===== config.mk =====
export PLATFORM = sky130hd
export DESIGN_NAME = oscillator_select_control
export DESIGN_NICKNAME = d
export VERILOG_FILES = /design/src/shared/osc_ctrl_pkg.sv /design/src/hw/osc_source_mux.sv /design/src/hw/osc_cal_seq.sv /design/src/hw/oscillator_select_control.sv
export SDC_FILE = /design/constraint.sdc
export NUM_CORES = 1
export LEC_CHECK = 0
export BUFFER_PORTS_ARGS = -buffer_cell sky130_fd_sc_hd__buf_2
export CORE_MARGIN = 2
export CORE_UTILIZATION = 30
export DETAILED_ROUTE_END_ITERATION = 7
export PLACE_DENSITY = 0.59
export SYNTH_ARGS = -nofsm -noshare
export SYNTH_HDL_FRONTEND = slang
export SYNTH_SLANG_ARGS = --single-unit

===== constraint.sdc =====
create_clock -name clk -period 1.5 [get_ports clk]
set_input_delay 0.075 -clock clk [delete_from_list [all_inputs] [get_ports clk]]
set_output_delay 0.075 -clock clk [all_outputs]
set_load 0.01 [all_outputs]

===== src/shared/osc_ctrl_pkg.sv =====
package osc_ctrl_pkg;

  // ==========================================================================
  // Register map.
  localparam logic [7:0] ADDR_OSC_CONTROL = 8'h1c;
  localparam logic [7:0] ADDR_OSC_STATUS  = 8'h1d;
  localparam logic [7:0] ADDR_CONFIG_KEY  = 8'h1f;

  // ==========================================================================
  // Reset values and key codes.
  localparam logic [7:0] CONTROL_RESET    = 8'h00;
  localparam logic [7:0] STATUS_RESET     = 8'h22;
  localparam logic [7:0] KEY_CLEARED      = 8'h00;
  localparam logic [7:0] KEY_OSC_UNLOCK   = 8'ha1;

  // ==========================================================================
  // Control field positions.
  localparam int CTL_SOURCE_SELECT = 7;
  localparam int CTL_CAL_MODE_HI   = 6;
  localparam int CTL_CAL_MODE_LO   = 5;
  localparam int CTL_BATTERY_SW    = 4;
  localparam int CTL_FAILURE_SW    = 3;
  localparam int CTL_FAIL_IRQ_EN   = 1;
  localparam int CTL_CALFAIL_IRQ_EN = 0;

  // Status field positions.
  localparam int STS_TRIM_HI       = 7;
  localparam int STS_TRIM_LO       = 6;
  localparam int STS_SECOND_OUTPUT_PIN_LOCK     = 5;
  localparam int STS_ACTIVE_SOURCE = 4;
  localparam int STS_OSC_FAIL      = 1;
  localparam int STS_CALFAIL       = 0;

  // Writable bits of the status register (active source is read only).
  localparam logic [7:0] STATUS_WR_MASK = 8'he3;

  // ==========================================================================
  // Timing: crystal trim step and the low-frequency failure threshold.
  localparam int TRIM_STEP_PPM     = 122;
  localparam int FAIL_FREQ_HZ      = 8000;

  // ==========================================================================
  // Register port transaction carried as one struct.
  typedef struct packed {
    logic       wr;
    logic       rd;
    logic [7:0] addr;
    logic [7:0] wdata;
  } reg_req_t;

  // Oscillator source encoding.
  typedef enum logic {
    SRC_CRYSTAL = 1'b0,
    SRC_RC      = 1'b1
  } osc_source_t;

  // Calibration sequencer states.
  typedef enum logic [2:0] {
    CAL_IDLE = 3'b001,
    CAL_RUN  = 3'b010,
    CAL_DONE = 3'b100
  } cal_state_t;

  // A calibration mode of zero means no calibration.
  function automatic logic cal_requested(input logic [7:0] ctl);
    cal_requested = (ctl[CTL_CAL_MODE_HI:CTL_CAL_MODE_LO] != 2'b00);
  endfunction : cal_requested

endpackage : osc_ctrl_pkg


===== src/hw/osc_source_mux.sv =====
`timescale 1ns/1ns
// ==========================================================================
// Source arbiter: picks the oscillator that actually drives the clocks.
module osc_source_mux (
  input  wire logic                      clk,
  input  wire logic                      nrst,
  input  wire logic                      source_select,
  input  wire logic                      battery_switch_enable,
  input  wire logic                      failure_switch_enable,
  input  wire logic                      on_battery,
  input  wire logic                      osc_fail_event,
  input  wire logic                      crystal_running,
  output osc_ctrl_pkg::osc_source_t      active_source
);
  import osc_ctrl_pkg::*;

  osc_source_t active_r;
  osc_source_t active_nxt;

  // Forced RC has priority; a move to crystal needs a running crystal.
  always_comb begin
    active_nxt = active_r;
    if (battery_switch_enable && on_battery) begin
      active_nxt = SRC_RC;
    end else if (failure_switch_enable && osc_fail_event) begin
      active_nxt = SRC_RC;
    end else if (source_select) begin
      active_nxt = SRC_RC;
    end else if (crystal_running) begin
      active_nxt = SRC_CRYSTAL;
    end
  end

  // Holds the source in use.
  always_ff @(posedge clk or negedge nrst) begin
    if (!nrst) begin
      active_r <= SRC_CRYSTAL;
    end else begin
      active_r <= active_nxt;
    end
  end

  assign active_source = active_r;

endmodule : osc_source_mux


===== src/hw/osc_cal_seq.sv =====
`timescale 1ns/1ns
// ==========================================================================
// Autocalibration launcher: issues a start and waits for the engine result.
module osc_cal_seq (
  input  wire logic clk,
  input  wire logic nrst,
  input  wire logic start,
  input  wire logic cal_done,
  input  wire logic cal_ok,
  output logic      cal_start,
  output logic      cal_busy,
  output logic      cal_fail_event
);
  import osc_ctrl_pkg::*;

  cal_state_t state_r;

  // Start pulse goes out in the cycle after the accepted write.
  // A start that lands in the wind-down cycle still launches a new run,
  // so no accepted write is ever lost. Busy is a flop of its own so the
  // output never carries decode glitches.
  always_ff @(posedge clk or negedge nrst) begin
    if (!nrst) begin
      state_r        <= CAL_IDLE;
      cal_start      <= 1'b0;
      cal_busy       <= 1'b0;
      cal_fail_event <= 1'b0;
    end else begin
      cal_start      <= 1'b0;
      cal_fail_event <= 1'b0;
      unique case (state_r)
        CAL_IDLE, CAL_DONE: begin
          if (start) begin
            state_r   <= CAL_RUN;
            cal_busy  <= 1'b1;
            cal_start <= 1'b1;
          end else begin
            state_r  <= CAL_IDLE;
            cal_busy <= 1'b0;
          end
        end
        CAL_RUN: begin
          if (start) begin
            cal_start <= 1'b1;
          end else if (cal_done) begin
            state_r        <= CAL_DONE;
            cal_busy       <= 1'b0;
            cal_fail_event <= !cal_ok;
          end
        end
        default: begin
          state_r  <= CAL_IDLE;
          cal_busy <= 1'b0;
        end
      endcase
    end
  end

endmodule : osc_cal_seq


===== src/hw/oscillator_select_control.sv =====
`timescale 1ns/1ns
module oscillator_select_control (
  input  wire logic                 clk,
  input  wire logic                 nrst,
  input  osc_ctrl_pkg::reg_req_t    req,
  input  wire logic                 on_battery,
  input  wire logic                 crystal_running,
  input  wire logic                 crystal_slow,
  input  wire logic                 cal_done,
  input  wire logic                 cal_ok,
  input  wire logic                 second_output_pin_write,
  input  wire logic                 second_output_pin_wdata,
  output logic [7:0]                rdata,
  output logic                      irq,
  output logic                      active_source,
  output logic [1:0]                crystal_trim,
  output logic                      second_output_level,
  output logic                      cal_start,
  output logic                      cal_busy
);
  import osc_ctrl_pkg::*;

  // ========================================================================
  // Registers.
  logic [7:0]  control_r;
  logic [7:0]  status_r;
  logic [7:0]  key_r;
  logic        irq_r;
  logic        second_r;
  logic [7:0]  rdata_r;
  osc_source_t active_src;
  logic        cal_fail_event;
  logic        fail_event;
  logic        ctl_write_ok;
  logic        sts_write;

  // A crystal running below the failure threshold is a failure event.
  assign fail_event   = crystal_slow;

  // Control writes only land while the unlock key is present.
  assign ctl_write_ok = req.wr && (req.addr == ADDR_OSC_CONTROL)
                        && (key_r == KEY_OSC_UNLOCK);
  assign sts_write    = req.wr && (req.addr == ADDR_OSC_STATUS);

  // ========================================================================
  // Key register: loaded by its own write, cleared by any other write.
  always_ff @(posedge clk or negedge nrst) begin
    if (!nrst) begin
      key_r <= KEY_CLEARED;
    end else if (req.wr) begin
      if (req.addr == ADDR_CONFIG_KEY) begin
        key_r <= req.wdata;
      end else begin
        key_r <= KEY_CLEARED;
      end
    end
  end

  // Control register; reserved bit 2 stays zero.
  always_ff @(posedge clk or negedge nrst) begin
    if (!nrst) begin
      control_r <= CONTROL_RESET;
    end else if (ctl_write_ok) begin
      control_r <= req.wdata & 8'hfb;
    end
  end

  // ========================================================================
  // Status register: trim, lock and sticky failure flags.
  // A hardware set wins over a software clear in the same cycle.
  always_ff @(posedge clk or negedge nrst) begin
    if (!nrst) begin
      status_r <= STATUS_RESET;
    end else begin
      if (sts_write) begin
        status_r[STS_TRIM_HI:STS_TRIM_LO] <= req.wdata[STS_TRIM_HI:STS_TRIM_LO];
        status_r[STS_SECOND_OUTPUT_PIN_LOCK]           <= req.wdata[STS_SECOND_OUTPUT_PIN_LOCK];
      end
      if (fail_event) begin
        status_r[STS_OSC_FAIL] <= 1'b1;
      end else if (sts_write && !req.wdata[STS_OSC_FAIL]) begin
        status_r[STS_OSC_FAIL] <= 1'b0;
      end
      if (cal_fail_event) begin
        status_r[STS_CALFAIL] <= 1'b1;
      end else if (sts_write && !req.wdata[STS_CALFAIL]) begin
        status_r[STS_CALFAIL] <= 1'b0;
      end
    end
  end

  // ========================================================================
  // Source arbitration.
  osc_source_mux u_mux (
    .clk                   (clk),
    .nrst                  (nrst),
    .source_select         (control_r[CTL_SOURCE_SELECT]),
    .battery_switch_enable (control_r[CTL_BATTERY_SW]),
    .failure_switch_enable (control_r[CTL_FAILURE_SW]),
    .on_battery            (on_battery),
    .osc_fail_event        (fail_event),
    .crystal_running       (crystal_running),
    .active_source         (active_src)
  );

  // Calibration launcher, triggered by an accepted control write.
  osc_cal_seq u_cal (
    .clk            (clk),
    .nrst           (nrst),
    .start          (ctl_write_ok && cal_requested(req.wdata)),
    .cal_done       (cal_done),
    .cal_ok         (cal_ok),
    .cal_start      (cal_start),
    .cal_busy       (cal_busy),
    .cal_fail_event (cal_fail_event)
  );

  // ========================================================================
  // Interrupt: level while any enabled flag is set.
  always_ff @(posedge clk or negedge nrst) begin
    if (!nrst) begin
      irq_r <= 1'b0;
    end else begin
      irq_r <= (control_r[CTL_FAIL_IRQ_EN] && status_r[STS_OSC_FAIL])
            || (control_r[CTL_CALFAIL_IRQ_EN] && status_r[STS_CALFAIL]);
    end
  end

  // Second output level; the lock only stops it from being set.
  always_ff @(posedge clk or negedge nrst) begin
    if (!nrst) begin
      second_r <= 1'b0;
    end else if (second_output_pin_write) begin
      if (!(second_output_pin_wdata && status_r[STS_SECOND_OUTPUT_PIN_LOCK])) begin
        second_r <= second_output_pin_wdata;
      end
    end
  end

  // Read data, registered one cycle after the read request.
  always_ff @(posedge clk or negedge nrst) begin
    if (!nrst) begin
      rdata_r <= 8'h00;
    end else if (req.rd) begin
      unique case (req.addr)
        ADDR_OSC_CONTROL: rdata_r <= control_r;
        ADDR_OSC_STATUS: begin
          rdata_r                    <= status_r & STATUS_WR_MASK;
          rdata_r[STS_ACTIVE_SOURCE] <= active_src;
        end
        default:          rdata_r <= 8'h00;
      endcase
    end
  end

  assign rdata               = rdata_r;
  assign irq                 = irq_r;
  assign active_source       = active_src;
  assign crystal_trim        = status_r[STS_TRIM_HI:STS_TRIM_LO];
  assign second_output_level = second_r;

endmodule : oscillator_select_control


Word-level counts from Yosys, hierarchy flattened
Index checks and enable logic that the tools add are counted.
- reductions and logical operators: 23
- div/mod/pow operators: 0
- muxes and demuxes: 22
- $add $sub $neg: 0
- multipliers: 0
- equal/unequal tests: 9
- shift operators: 0
- magnitude comparators: 0
- bitwise logic cells: 1
- operators by type and width (kind ; number):
    $eq A8 B5 Y1 const B ; 3
    $pmux W8 S2 ; 1
    $mux W1 ; 15
    $logic_and A1 B1 Y1 ; 11
    $eq A8 B8 Y1 const B ; 1
    $mux W8 ; 1
    $mux W3 ; 2
    $pmux W3 S2 ; 1
    $reduce_bool A2 Y1 ; 3
    $ne A2 B2 Y1 const B ; 2
    $reduce_and A2 Y1 ; 2
    $reduce_bool A4 Y1 ; 1
    $eq A3 B1 Y1 const B ; 1
    $eq A3 B2 Y1 const B ; 1
    $eq A3 B3 Y1 const B ; 1
    $logic_not A1 Y1 ; 3
    $reduce_or A3 Y1 ; 1
    $mux W2 ; 1
    $pmux W1 S2 ; 1
    $reduce_or A2 Y1 ; 1
    $logic_or A1 B1 Y1 ; 1
    $not A1 Y1 ; 1
- logic and storage cells: 68
- ROM bits: 0
- bits in registers: 37
- RAM bits: 0
- memories kept: 0
- input port bits: 27
- latch bits: 0

Depth between registers and ports, before layout
Gate-level depths: netlist of the first run.
- word-level depth: 6
- depth in mapped cells: 5
- depth with buffers taken out: 4

Cells and area by module
From an unflattened synthesis of the first run, not the netlist that was laid out.
- cell total of the unflattened synthesis: 141
- area, all modules: 1572.8 um2
- by module, submodules not included (module ; instances ; sequential area each (um2) ; area an instance (um2) ; cells an instance):
    oscillator_select_control ; 1 ; 728.2 ; 1272.5 ; 116
    osc_cal_seq ; 1 ; 151.4 ; 251.5 ; 20
    osc_source_mux ; 1 ; 25.0 ; 48.8 ; 5

Worst setup path after synthesis of the first run
OpenSTA, ideal clock, no wires.
- path type: register -> register
- start: register key_r[3]
- end: register control_r[0]
- setup time: 125 ps
- arrival time: 1379 ps
- data required time: 1375 ps
- setup slack: -4 ps
- buffers on the path: 0
- cell stages (with the launch flop): 5
- clock period less this slack: 1504 ps
- path through: dfrtp_1 nor4b_2 nand3_2 nor2_4 mux2_2
- longest elaborated chain between the ends: 2
- ends and longest elaborated chain (element ; RTL line ; RTL):
    start, declared ; oscillator_select_control.sv:27 ; logic [7:0] key_r;
    start signal, assigned ; oscillator_select_control.sv:52 ; key_r <= req.wdata;
    $eq A8 B8 Y1 ; oscillator_select_control.sv:42 ; && (key_r == KEY_OSC_UNLOCK);
    $logic_and A1 B1 Y1 ; oscillator_select_control.sv:42 ;
    end signal, assigned ; oscillator_select_control.sv:64 ; control_r <= req.wdata & 8'hfb;
    end, declared ; oscillator_select_control.sv:25 ; logic [7:0] control_r;
Every way passes these cells.
A chain may end at the register's enable or synchronous reset.

Final worst setup path of the first run
- start: register key_r[3]
- end: register u_cal.state_r[1]
- longest elaborated chain between the ends: 5
- elaborated cells on any way between the ends: 7
- classes of those cells: eq/ne (2); mux (2); reduce/logical (3)
- ends and longest elaborated chain (element ; RTL line ; RTL):
    $eq A8 B8 Y1 * ; oscillator_select_control.sv:42 ;
    $logic_and A1 B1 Y1 * ; oscillator_select_control.sv:42 ;
    $logic_and A1 B1 Y1 * ; oscillator_select_control.sv:110 ; .start (ctl_write_ok && cal_requested(req.wdata)),
    $mux W2 or $ne A2 B2 Y1 (tied branches) ; - ;
    $pmux W3 S2 or $reduce_and A2 Y1 (tied branches) ; - ;
    end signal, assigned ; osc_cal_seq.sv:34 ; state_r <= CAL_RUN;
    end signal, assigned ; osc_cal_seq.sv:38 ; state_r <= CAL_IDLE;
    end signal, assigned ; osc_cal_seq.sv:46 ; state_r <= CAL_DONE;
    end, declared ; osc_cal_seq.sv:16 ; cal_state_t state_r;
Mark *: on every way between the ends. The rest lies on a longest branch, timed or not.

==> results.md, run 1 <==
* P per Cell Area at 888 nW/um^2
* Total number of vias at 1306
* Crit path arrival time at 1.77 ns
* Adder-cell share of the synthesized area at 0%
* Clk sink count at 36
* Drt drc at 0
* Max Slew Vio Count at 0
* Vias in the first global route at 1266
* Critical path fanouts, max at 2
* GRT Util Overall at 14.1%
* Post-synthesis mux area share at 9.67%
* Syn avg cell area at 11.1 sq um
* Average wire per cell in the routed design at 13.9 um
* Detailed Place HPWL at 2.84 mm
* Synthesis-to-finish area growth at 33.4%
* Via density at 4.60
* Largest family of logic cells by synthesized area: simple AND/OR/NAND/NOR gates
* Number of inserted diodes at 0
* Final WS setup at -0.0711 ns
* Cts bufs inserted at 5
* Post-Synthesis Cells at 151
* Worst-skew pair later-pin latency at 0.29 ns
* Share of cells above drive strength 1 at 38.7%
* Sequential share of the synthesized area at 54.2%
* Initial Util at 30.7%
* Routability cong. at 0.845
* Simple logic cell fraction of the synthesized area at 16.9%
* Total of max-cap violations at 0
* CP startpoint: key_r[3]$_DFFE_PN0P_
* Post-layout min period at 1.57 ns
* Buf/Inv on CP at 1
* Xor/xnor share of the synthesized area at 0%
* Critical Path Source Type: flop
* Reg clk slew, reported paths at 0.07 ns
* Cell chain of the critical path: nor4b_4 > nand3_2 > buf_4 > o31a_1 > o31ai_2
* H-tree lvl count at 2
* CTS tree: yes
* Yosys cell types at 41
* Min-Delay Path Class: primary input to flop
* Synthesis-stage register bit count at 36
* Reg2reg start: key_r[3]$_DFFE_PN0P_
* Core Util, Final at 40.9%
* Top Family by Delay on Critical Path: simple AND/OR/NAND/NOR gates
* Worst min-delay path startpoint: req[3]
* F_max at 0.637 GHz
* DIE WIDTH at 78.6 um
* Final Cycle Share at 105%
* Post-layout nets at 238
* Clk root buf: clkbuf_8
* Failing checks: negative setup slack
* Largest net degree at the start of global routing at 37
* DIE AREA at 6180 sq um
* Remaining antenna violation count at 0
* Grt ovf at 0
* Commonest non-fill, non-tap cell in the layout: buf_2
* Setup violators final at 10
* Pre-CTS setup slack at -0.0840 ns
* Syn nets at 178
* CTS max path bufs at 2
* Core ar. at 5440 sq um
* Worst Clk Skew at 0.00286 ns
* Peak VDD IR at 0.000417 V
* Worst path slowest cell: dfrtp_1
* Outcome: finished, violations left
* Final hold vios at 0
* Initial antenna violation count at 0
* Post-layout power at 1980 uW
* Die H at 78.6 um
* DR pass1 iterations at 4
* Most frequent cells in the layout: buf_2, dfrtp_1, inv_1
* Row cnt at 27
* WS Path Type: flop to flop
* RSZ-0062 raised after global routing: yes
* Pleak at 0.00105 uW
* Total wire length at 3.95 mm
* Initial drt markers at 75
* Synthesized area at 1670 sq um
* Crit-path max cell delay at 0.41 ns
* Yosys warns at 0
* Crit. End Element: flop
* Post-synthesis compound-gate area fraction at 12.2%
* Port Buffers at 40
* I/O Pins at 42
* CP Data Required Time at 1.70 ns
* First-pass GRT wire length at 6.56 mm
* Flop-to-flop setup slack at -0.07 ns
==> worst register-to-register path, stage by stage (launching register included) <==
cell and delay [ns]:
dfrtp_1 0.41, nor4b_4 0.32, nand3_2 0.15, buf_4 0.17
o31a_1 0.24, o31ai_2 0.20
==> repair_timing <==
item / 4_1_cts / 5_1_grt
pin swaps: 2 / 2
hold buffers: 7 / 0
endpoints found under the setup margin: 7 / 13
gates resized for setup: 2 / 4
hold endpoints to repair: 38 / 0
buffers inserted: 1 / 0
==> path summary, 6_finish.rpt <==
| kind | endpoint | cells after the start |
|---|---|---|
| max in group asynchronous | u_cal.state_r[0]$_DFFE_PN1P_ | 3 |
| min reg2reg | status_r[0]$_DFFE_PN0P_ | 1 |
| max reg2reg | u_cal.state_r[1]$_DFFE_PN0P_ | 5 |
| max | u_cal.state_r[1]$_DFFE_PN0P_ | 5 |
| min | key_r[3]$_DFFE_PN0P_ | 3 |
| min in group asynchronous | key_r[2]$_DFFE_PN0P_ | 3 |
==> registers in the layout, summed over array words and instances, names as in the netlist <==
| register | cells |
|---|---|
| rdata | 7 |
| u_mux.active_source | 1 |
| control_r | 7 |
| key_r | 8 |
| u_cal.cal_start | 1 |
| crystal_trim | 2 |
| irq | 1 |
| second_output_level | 1 |
| u_cal.cal_fail_event | 1 |
| status_r | 3 |
| u_cal.state_r | 3 |
| u_cal.cal_busy | 1 |
==> synth_stat cells <==
cell       count  area [sq um]
o22ai_1        6          37.5
nand3_2        1          10.0
mux2i_1        6          60.1
buf_6          1          11.3
nand3_1        3          15.0
o32ai_1        1          8.76
nor4b_4        2          47.6
nand4_1        1          6.26
conb_1         1          3.75
nand4b_1       1          8.76
dfrtp_1       33           826
o31ai_2        1          12.5
nor2_1         4          15.0
and3_1         2          12.5
buf_4          3          22.5
and2_1         1          6.26
nor2b_1        2          12.5
nor4_1         2          12.5
nor4b_2        1          15.0
a31oi_1        1          6.26
nand2b_1       5          31.3
a22o_1         1          8.76
and4_1         1          8.76
nand2_2        1          6.26
o21ai_0       12          60.1
dfstp_2        3          78.8
nand3b_1       1          7.51
or3b_2         1          8.76
a2111oi_1      1          10.0
a21oi_1        4          20.0
nor2_4         1          11.3
nor3_1         2          10.0
a21o_1         1          7.51
clkbuf_1       2          7.51
nand2_1       10          37.5
o211ai_1       1          7.51
inv_1         19          71.3
o41ai_1        1          8.76
o31ai_1        1          7.51
mux2_2         9           101
o31a_1         1          8.76
==> cell families after synthesis <==
family,count (synthesis)
simple gates,42
flops,36
compound gates,32
buf+inv,25
mux,15
other cells,1
==> per-layer routing <==
layer / part of all wire [%] / up-vias / track usage [%]
met5: 0 / - / 0
met2: 45 / 32 / 21.0
met4: 2.3 / 0 / 6.84
li1: - / 643 / -
met3: 4.4 / 7 / 4.02
met1: 48 / 624 / 18.8
==> area by class of cell <==
type / instances / area, sq um
clock inverter: 2 / 35.0
clock buffer: 6 / 72.6
tap: 72 / 90.1
inverter: 19 / 71.3
sequential: 36 / 905
multi-input combinational: 90 / 693
fill: 562 / 3210
timing repair buffer: 59 / 360
==> where the power goes <==
part / switching, uW / internal (uW) / leakage [uW]
sequential: 8.06 / 982 / 0.000480
clock: 339 / 493 / 0.0000552
combinational: 82.2 / 72.4 / 0.000511
==> stage by stage <==
stage | cell area [sq um] | setup TNS, ns | instances | hold WS (ns)
after floorplan | 1680 | 0 | 151 | -0.221
after global placement | 2010 | -0.252 | 268 | 0.141
after detailed placement | 2010 | -0.429 | 268 | 0.143
after CTS | 2210 | -0.706 | 284 | 0.0224
after global routing | 2230 | -1.40 | 284 | 0.0426
final | 2230 | -0.556 | 284 | 0.0278
(Power assumes the default switching activity.)
==> inputs of run 2 (changes only) <==
Settings changed: PLACE_DENSITY 0.59 to not set, SETUP_SLACK_MARGIN set to 0.5.
==> run 2 against run 1 <==
The run still ends with negative setup slack left. Sequential cell count unchanged. Design area up 6.3%. Clock power is 2.6% higher. Non-clock buffer count increased by 4. Wire length up 1.4%. Sequential power barely moved. Power grew 1.7%. Fmax increased by 0.46%. Largest power group unchanged.
==> results.md, run 2 (same netlist as run 1, synthesis figures left out) <==
* DIE AREA at 6180 sq um (unchanged)
* Detailed Place HPWL at 2.86 mm (+0.50%)
* Storage cell area at 905 sq um (unchanged)
* Post-layout power at 2010 uW (+1.7%)
* Failing checks: negative setup slack
* DR pass1 iterations at 4 (unchanged)
* Row cnt at 27 (unchanged)
* Crit. End Element: flop
* Total number of vias at 1335 (+2.2%)
* Placed inst area at 2050 sq um (+2.1%)
* Synthesis-to-finish area growth at 41.8%
* Core ar. at 5440 sq um (unchanged)
* Clk sink count at 36 (unchanged)
* Design Area, Final at 2370 sq um (+6.3%)
* Initial Util at 30.7% (unchanged)
* DIE WIDTH at 78.6 um (unchanged)
* Most frequent cells in the layout: buf_2, dfrtp_1, inv_1
* CTS tree: yes
* F_max at 0.639 GHz (+0.46%)
* Drt drc at 0 (unchanged)
* CP Data Required Time at 1.67 ns (-0.03 ns)
* CTS max path bufs at 2 (unchanged)
* Commonest non-fill, non-tap cell in the layout: buf_2
* Via density at 4.64 (+0.80%)
* Number of inserted diodes at 0 (unchanged)
* Min-Delay Path Class: primary input to flop
* Critical path fanouts, max at 7 (+5)
* Setup violators final at 9 (-1)
* WS Path Type: flop to flop
* Grt ovf at 0 (unchanged)
* Final Cycle Share at 104% (-0.48 points)
* Share of cells above drive strength 1 at 45.8% (+7.2 points)
* Total of max-cap violations at 0 (unchanged)
* First-pass GRT wire length at 6.36 mm (-3.0%)
* Final hold vios at 0 (unchanged)
* Peak VDD IR at 0.000419 V (+0.58%)
* Setup_tns at -0.416 ns (+0.140 ns)
* Largest net degree at the start of global routing at 37 (unchanged)
* Average wire per cell in the routed design at 13.9 um (about the same)
* Multi-input logic area at 766 sq um (+10%)
* Final WS setup at -0.0639 ns (+0.00722 ns)
* Reg clk slew, reported paths at 0.07 ns (about the same)
* P per Cell Area at 849 nW/um^2 (-4.3%)
* Post-layout nets at 242 (+1.7%)
* Max Slew Vio Count at 0 (unchanged)
* Clk root buf: clkbuf_8
* Post-layout min period at 1.56 ns (-0.00722 ns)
* H-tree lvl count at 2 (unchanged)
* Critical Path Source Type: flop
* RSZ-0062 raised after global routing: yes
* Max reg flops at 8 (unchanged)
* Initial antenna violation count at 0 (unchanged)
* Worst Clk Skew at 0.0116 ns (+0.00878 ns)
* Outcome: finished, violations left
* I/O Pins at 42 (unchanged)
* Initial drt markers at 53 (-29%)
* Crit path arrival time at 1.74 ns (-0.03 ns)
* Largest Register: key_r
* GRT Util Overall at 13.9% (-0.19 points)
* Remaining antenna violation count at 0 (unchanged)
* Total wire length at 4.01 mm (+1.4%)
* Filler cells at 536 (-4.6%)
* Routability cong. at 0.825 (-2.4%)
* Pleak at 0.00111 uW (+6.0%)
* Vias in the first global route at 1275 (+0.71%)
* Cts bufs inserted at 5 (unchanged)
* Worst-skew pair later-pin latency at 0.29 ns (about the same)
* Port Buffers at 40 (unchanged)
* Die H at 78.6 um (unchanged)
run 2: cell types whose count changed in the layout (fill, tap and decap cells not counted), sizes merged:
cell	change
clkbuf	-1
clkinvlp	+1
buf	+5
dlygate4sd3	-1
run 2: through the flow:
stage	util (%)	setup slack (ns)	std cells	hold slack (ns)
floorplan	-	0.0244	151	-0.221
global placement	37.7	-0.0451	270	0.0565
detailed placement	37.7	-0.0706	270	0.0548
CTS	42.2	-0.0791	285	0.00189
global route	43.5	-0.149	288	0.0105
finish	43.5	-0.0639	288	0.00491
run 2: timing repair:
| item | CTS | global route |
|---|---|---|
| endpoints found under the hold margin | 40 | 1 |
| gates resized for setup | 13 | 11 |
| pin swaps | 6 | 5 |
| buffers inserted | 2 | 2 |
| hold buffers | 5 | 1 |
| endpoints found under the setup margin | 29 | 21 |
| gates cloned | 0 | 0 |
run 2: metal layers:
layer | wire (um) | track usage (%) | vias up
met1 | 1880 | 18.4 | 647
li1 | - | - | 654
met5 | 0 | 0 | -
met2 | 1900 | 20.5 | 29
met4 | 42 | 6.14 | 0
met3 | 183 | 4.83 | 5
run 2: final timing paths:
check / endpoint / cells past startpoint / from / slack (ns)
setup / recovery: control_r[0]$_DFFE_PN0P_ / 4 / key_r[3]$_DFFE_PN0P_ / -0.06
max in group asynchronous: u_cal.state_r[0]$_DFFE_PN1P_ / 3 / nrst / 0.96
min in group asynchronous: control_r[7]$_DFFE_PN0P_ / 3 / nrst / 0.27
setup reg to reg: control_r[0]$_DFFE_PN0P_ / 4 / key_r[3]$_DFFE_PN0P_ / -0.06
hold reg to reg: status_r[0]$_DFFE_PN0P_ / 1 / u_cal.cal_fail_event$_DFF_PN0_ / 0.49
hold / removal: key_r[2]$_DFFE_PN0P_ / 3 / req[2] / 0.005
run 2: area by class of cell:
class | instances | area share, %
Multi-Input combinational cell | 90 | 32.3
Clock buffer | 5 | 2.91
Clock inverter | 3 | 1.80
Inverter | 19 | 3.01
Sequential cell | 36 | 38.2
Tap cell | 72 | 3.81
Timing Repair Buffer | 63 | 17.9
run 2: critical path, stage by stage (launching register included):
cell and delay (ns):
dfrtp_1 0.41, nor4b_4 0.32, nand3_2 0.15, nor2_4 0.22, mux2_2 0.36
run 2: report_power, final:
part	internal, uW	switching, uW
Combinational	79.2	89.1
Clock	492	362
Sequential	982	6.62
Total	1550	458
==> inputs of run 3 (changes only) <==
Settings changed: MAX_ROUTING_LAYER set to met4.
==> run 3 against run 2 <==
Design area is the same. Register-to-register slack about the same. Critical path depth did not move. Clock skew fell by 0.00054 ns. Utilization stayed put. Count of clock-buffer cells in the layout stayed put. Setup slack worse by 0.0024 ns. Critical endpoint unchanged. Largest power group unchanged. Sequential share of layout area unchanged. Sequential power barely moved. Combinational power is essentially flat. The flow still finishes with violations (negative setup slack). Cell count unchanged. Global-route usage up 0.39 points.
==> results.md, run 3 (same netlist as run 1, synthesis figures left out) <==
* Worst Clk Skew at 0.0111 ns (-0.000537 ns)
* I/O Pins at 42 (unchanged)
* CTS max path bufs at 2 (unchanged)
* DIE AREA at 6180 sq um (unchanged)
* F_max at 0.638 GHz (-0.15%)
* Failing checks: negative setup slack
* Post-Place Cells at 270 (unchanged)
* Initial drt markers at 71 (+34%)
* Cts bufs inserted at 5 (unchanged)
* Crit path arrival time at 1.74 ns (about the same)
* Max reg flops at 8 (unchanged)
* Reg2reg path depth at 4 (unchanged)
* Largest net degree at the start of global routing at 37 (unchanged)
* Commonest non-fill, non-tap cell in the layout: buf_2
* Row cnt at 27 (unchanged)
* Filler cells at 536 (unchanged)
* Detailed Place HPWL at 2.86 mm (unchanged)
* Final hold vios at 0 (unchanged)
* Worst setup endpoint: control_r[0]$_DFFE_PN0P_
* Pleak at 0.00111 uW (unchanged)
* M1 GR Usage at 18.7% (+0.29 points)
* Max Slew Vio Count at 0 (unchanged)
* H-tree lvl count at 2 (unchanged)
* Setup violators final at 9 (unchanged)
* Synthesis-to-finish area growth at 41.8% (unchanged)
* Remaining antenna violation count at 0 (unchanged)
* Share of cells above drive strength 1 at 45.8% (unchanged)
* Total wire length at 4.00 mm (about the same)
* Global route hottest layer: met2
* Critical Path Source Type: flop
* Die H at 78.6 um (unchanged)
* Total number of vias at 1337 (+0.15%)
* Clk root buf: clkbuf_8
* Met3 GRT Util at 4.48% (-0.34 points)
* Most frequent cells in the layout: buf_2, dfrtp_1, inv_1
* Placed inst area at 2050 sq um (unchanged)
* CP Data Required Time at 1.67 ns (about the same)
* P per Cell Area at 848 nW/um^2 (-0.11%)
* Number of inserted diodes at 0 (unchanged)
* Final WS setup at -0.0663 ns (-0.00242 ns)
* Port Buffers at 40 (unchanged)
* DIE WIDTH at 78.6 um (unchanged)
* CTS tree: yes
* Core Util, Final at 43.5% (unchanged)
* Design Area, Final at 2370 sq um (unchanged)
* Flop-to-flop setup slack at -0.07 ns (about the same)
* Outcome: finished, violations left
* Multi-input logic area at 766 sq um (unchanged)
* CP startpoint: key_r[3]$_DFFE_PN0P_
* Drt drc at 0 (unchanged)
* Critical path fanouts, max at 7 (unchanged)
* Total of max-cap violations at 0 (unchanged)
* Reg2reg start: key_r[3]$_DFFE_PN0P_
* WS Path Type: flop to flop
* Initial Util at 30.7% (unchanged)
* Crit. End Element: flop
* Initial antenna violation count at 0 (unchanged)
* Final non-filler cell total at 288 (unchanged)
* First-pass GRT wire length at 6.36 mm (unchanged)
* Grt ovf at 0 (unchanged)
* Worst-skew pair later-pin latency at 0.29 ns (about the same)
* Met2 global-route usage at 20.4% (-0.085 points)
* Core ar. at 5440 sq um (unchanged)
* Routability cong. at 0.837 (+1.5%)
* Largest Register: key_r
* Min-Delay Path Class: primary input to flop
* Final Cycle Share at 104% (+0.16 points)
* Peak VDD IR at 0.000418 V (-0.22%)
* Post-layout min period at 1.57 ns (+0.00242 ns)
* Worst R2R End: control_r[0]$_DFFE_PN0P_
* Average wire per cell in the routed design at 13.9 um (about the same)
* Reg clk slew, reported paths at 0.07 ns (about the same)
* Via density at 4.64 (+0.15%)
* Storage cell area at 905 sq um (unchanged)
* Setup_tns at -0.431 ns (-0.0157 ns)
* GRT Util Overall at 14.3% (+0.39 points)
* RSZ-0062 raised after global routing: yes
* Post-layout nets at 242 (unchanged)
* Clk sink count at 36 (unchanged)
* Vias in the first global route at 1274 (-0.078%)
* DR pass1 iterations at 4 (unchanged)
## run 3: cell counts in the layout (fill, tap and decap cells not counted)
Identical to the previous run, type by type.
## run 3: how the worst min path moves through the flow
stage                     cells after the start                               to               startpoint
after floorplan                               0         control_r[0]$_DFFE_PN0P_                     nrst
after global placement                        2                    irq$_DFF_PN0_                     nrst
after detailed placement                      2             key_r[4]$_DFFE_PN0P_                     nrst
after CTS                                     3  second_output_level$_DFFE_PN0P_  second_output_pin_wdata
after global routing                          3             key_r[2]$_DFFE_PN0P_                   req[2]
final                                         3             key_r[2]$_DFFE_PN0P_                   req[2]
## run 3: what timing repair did
action | CTS | global route
pin swaps | 6 | 5
setup endpoints to repair | 29 | 21
hold buffers | 5 | 1
cloned | 0 | 0
resized for setup | 13 | 11
buffers inserted | 2 | 2
hold endpoints to repair | 40 | 1
## run 3: per-layer routing
layer	part of all wire, %	routed length (um)
met3	3.8	154
met2	47	1890
met1	48	1910
met5	0	0
met4	1.0	42
## run 3: stage by stage
stage / total power [uW] / setup slack (ns) / hold WS, ns
2_1_floorplan: 1060 / 0.0244 / -0.221
5_1_grt: 2100 / -0.149 / 0.0105
3_3_place_gp: 1150 / -0.0451 / 0.0565
3_5_place_dp: 1150 / -0.0706 / 0.0548
6_report: 2010 / -0.0663 / 0.00463
4_1_cts: 2030 / -0.0791 / 0.00189
## run 3: critical path: stages, from the launching register on
cell and delay [ns]:
dfrtp_1 0.41, nor4b_4 0.32, nand3_2 0.15, nor2_4 0.22
mux2_2 0.36
## run 3: final cells by class
| class | count | area share (%) |
|---|---|---|
| clock buffer | 5 | 2.91 |
| tap | 72 | 3.81 |
| multi-input combinational | 90 | 32.3 |
| timing repair buffer | 63 | 17.9 |
| clock inverter | 3 | 1.80 |
| sequential | 36 | 38.2 |
| inverter | 19 | 3.01 |
## run 3: power by group
part           internal [uW]  leakage (uW)  switching, uW
clock network            492     0.0000541            360
logic                   79.2      0.000574           89.0
registers                982      0.000480           6.63
total                   1550       0.00111            456
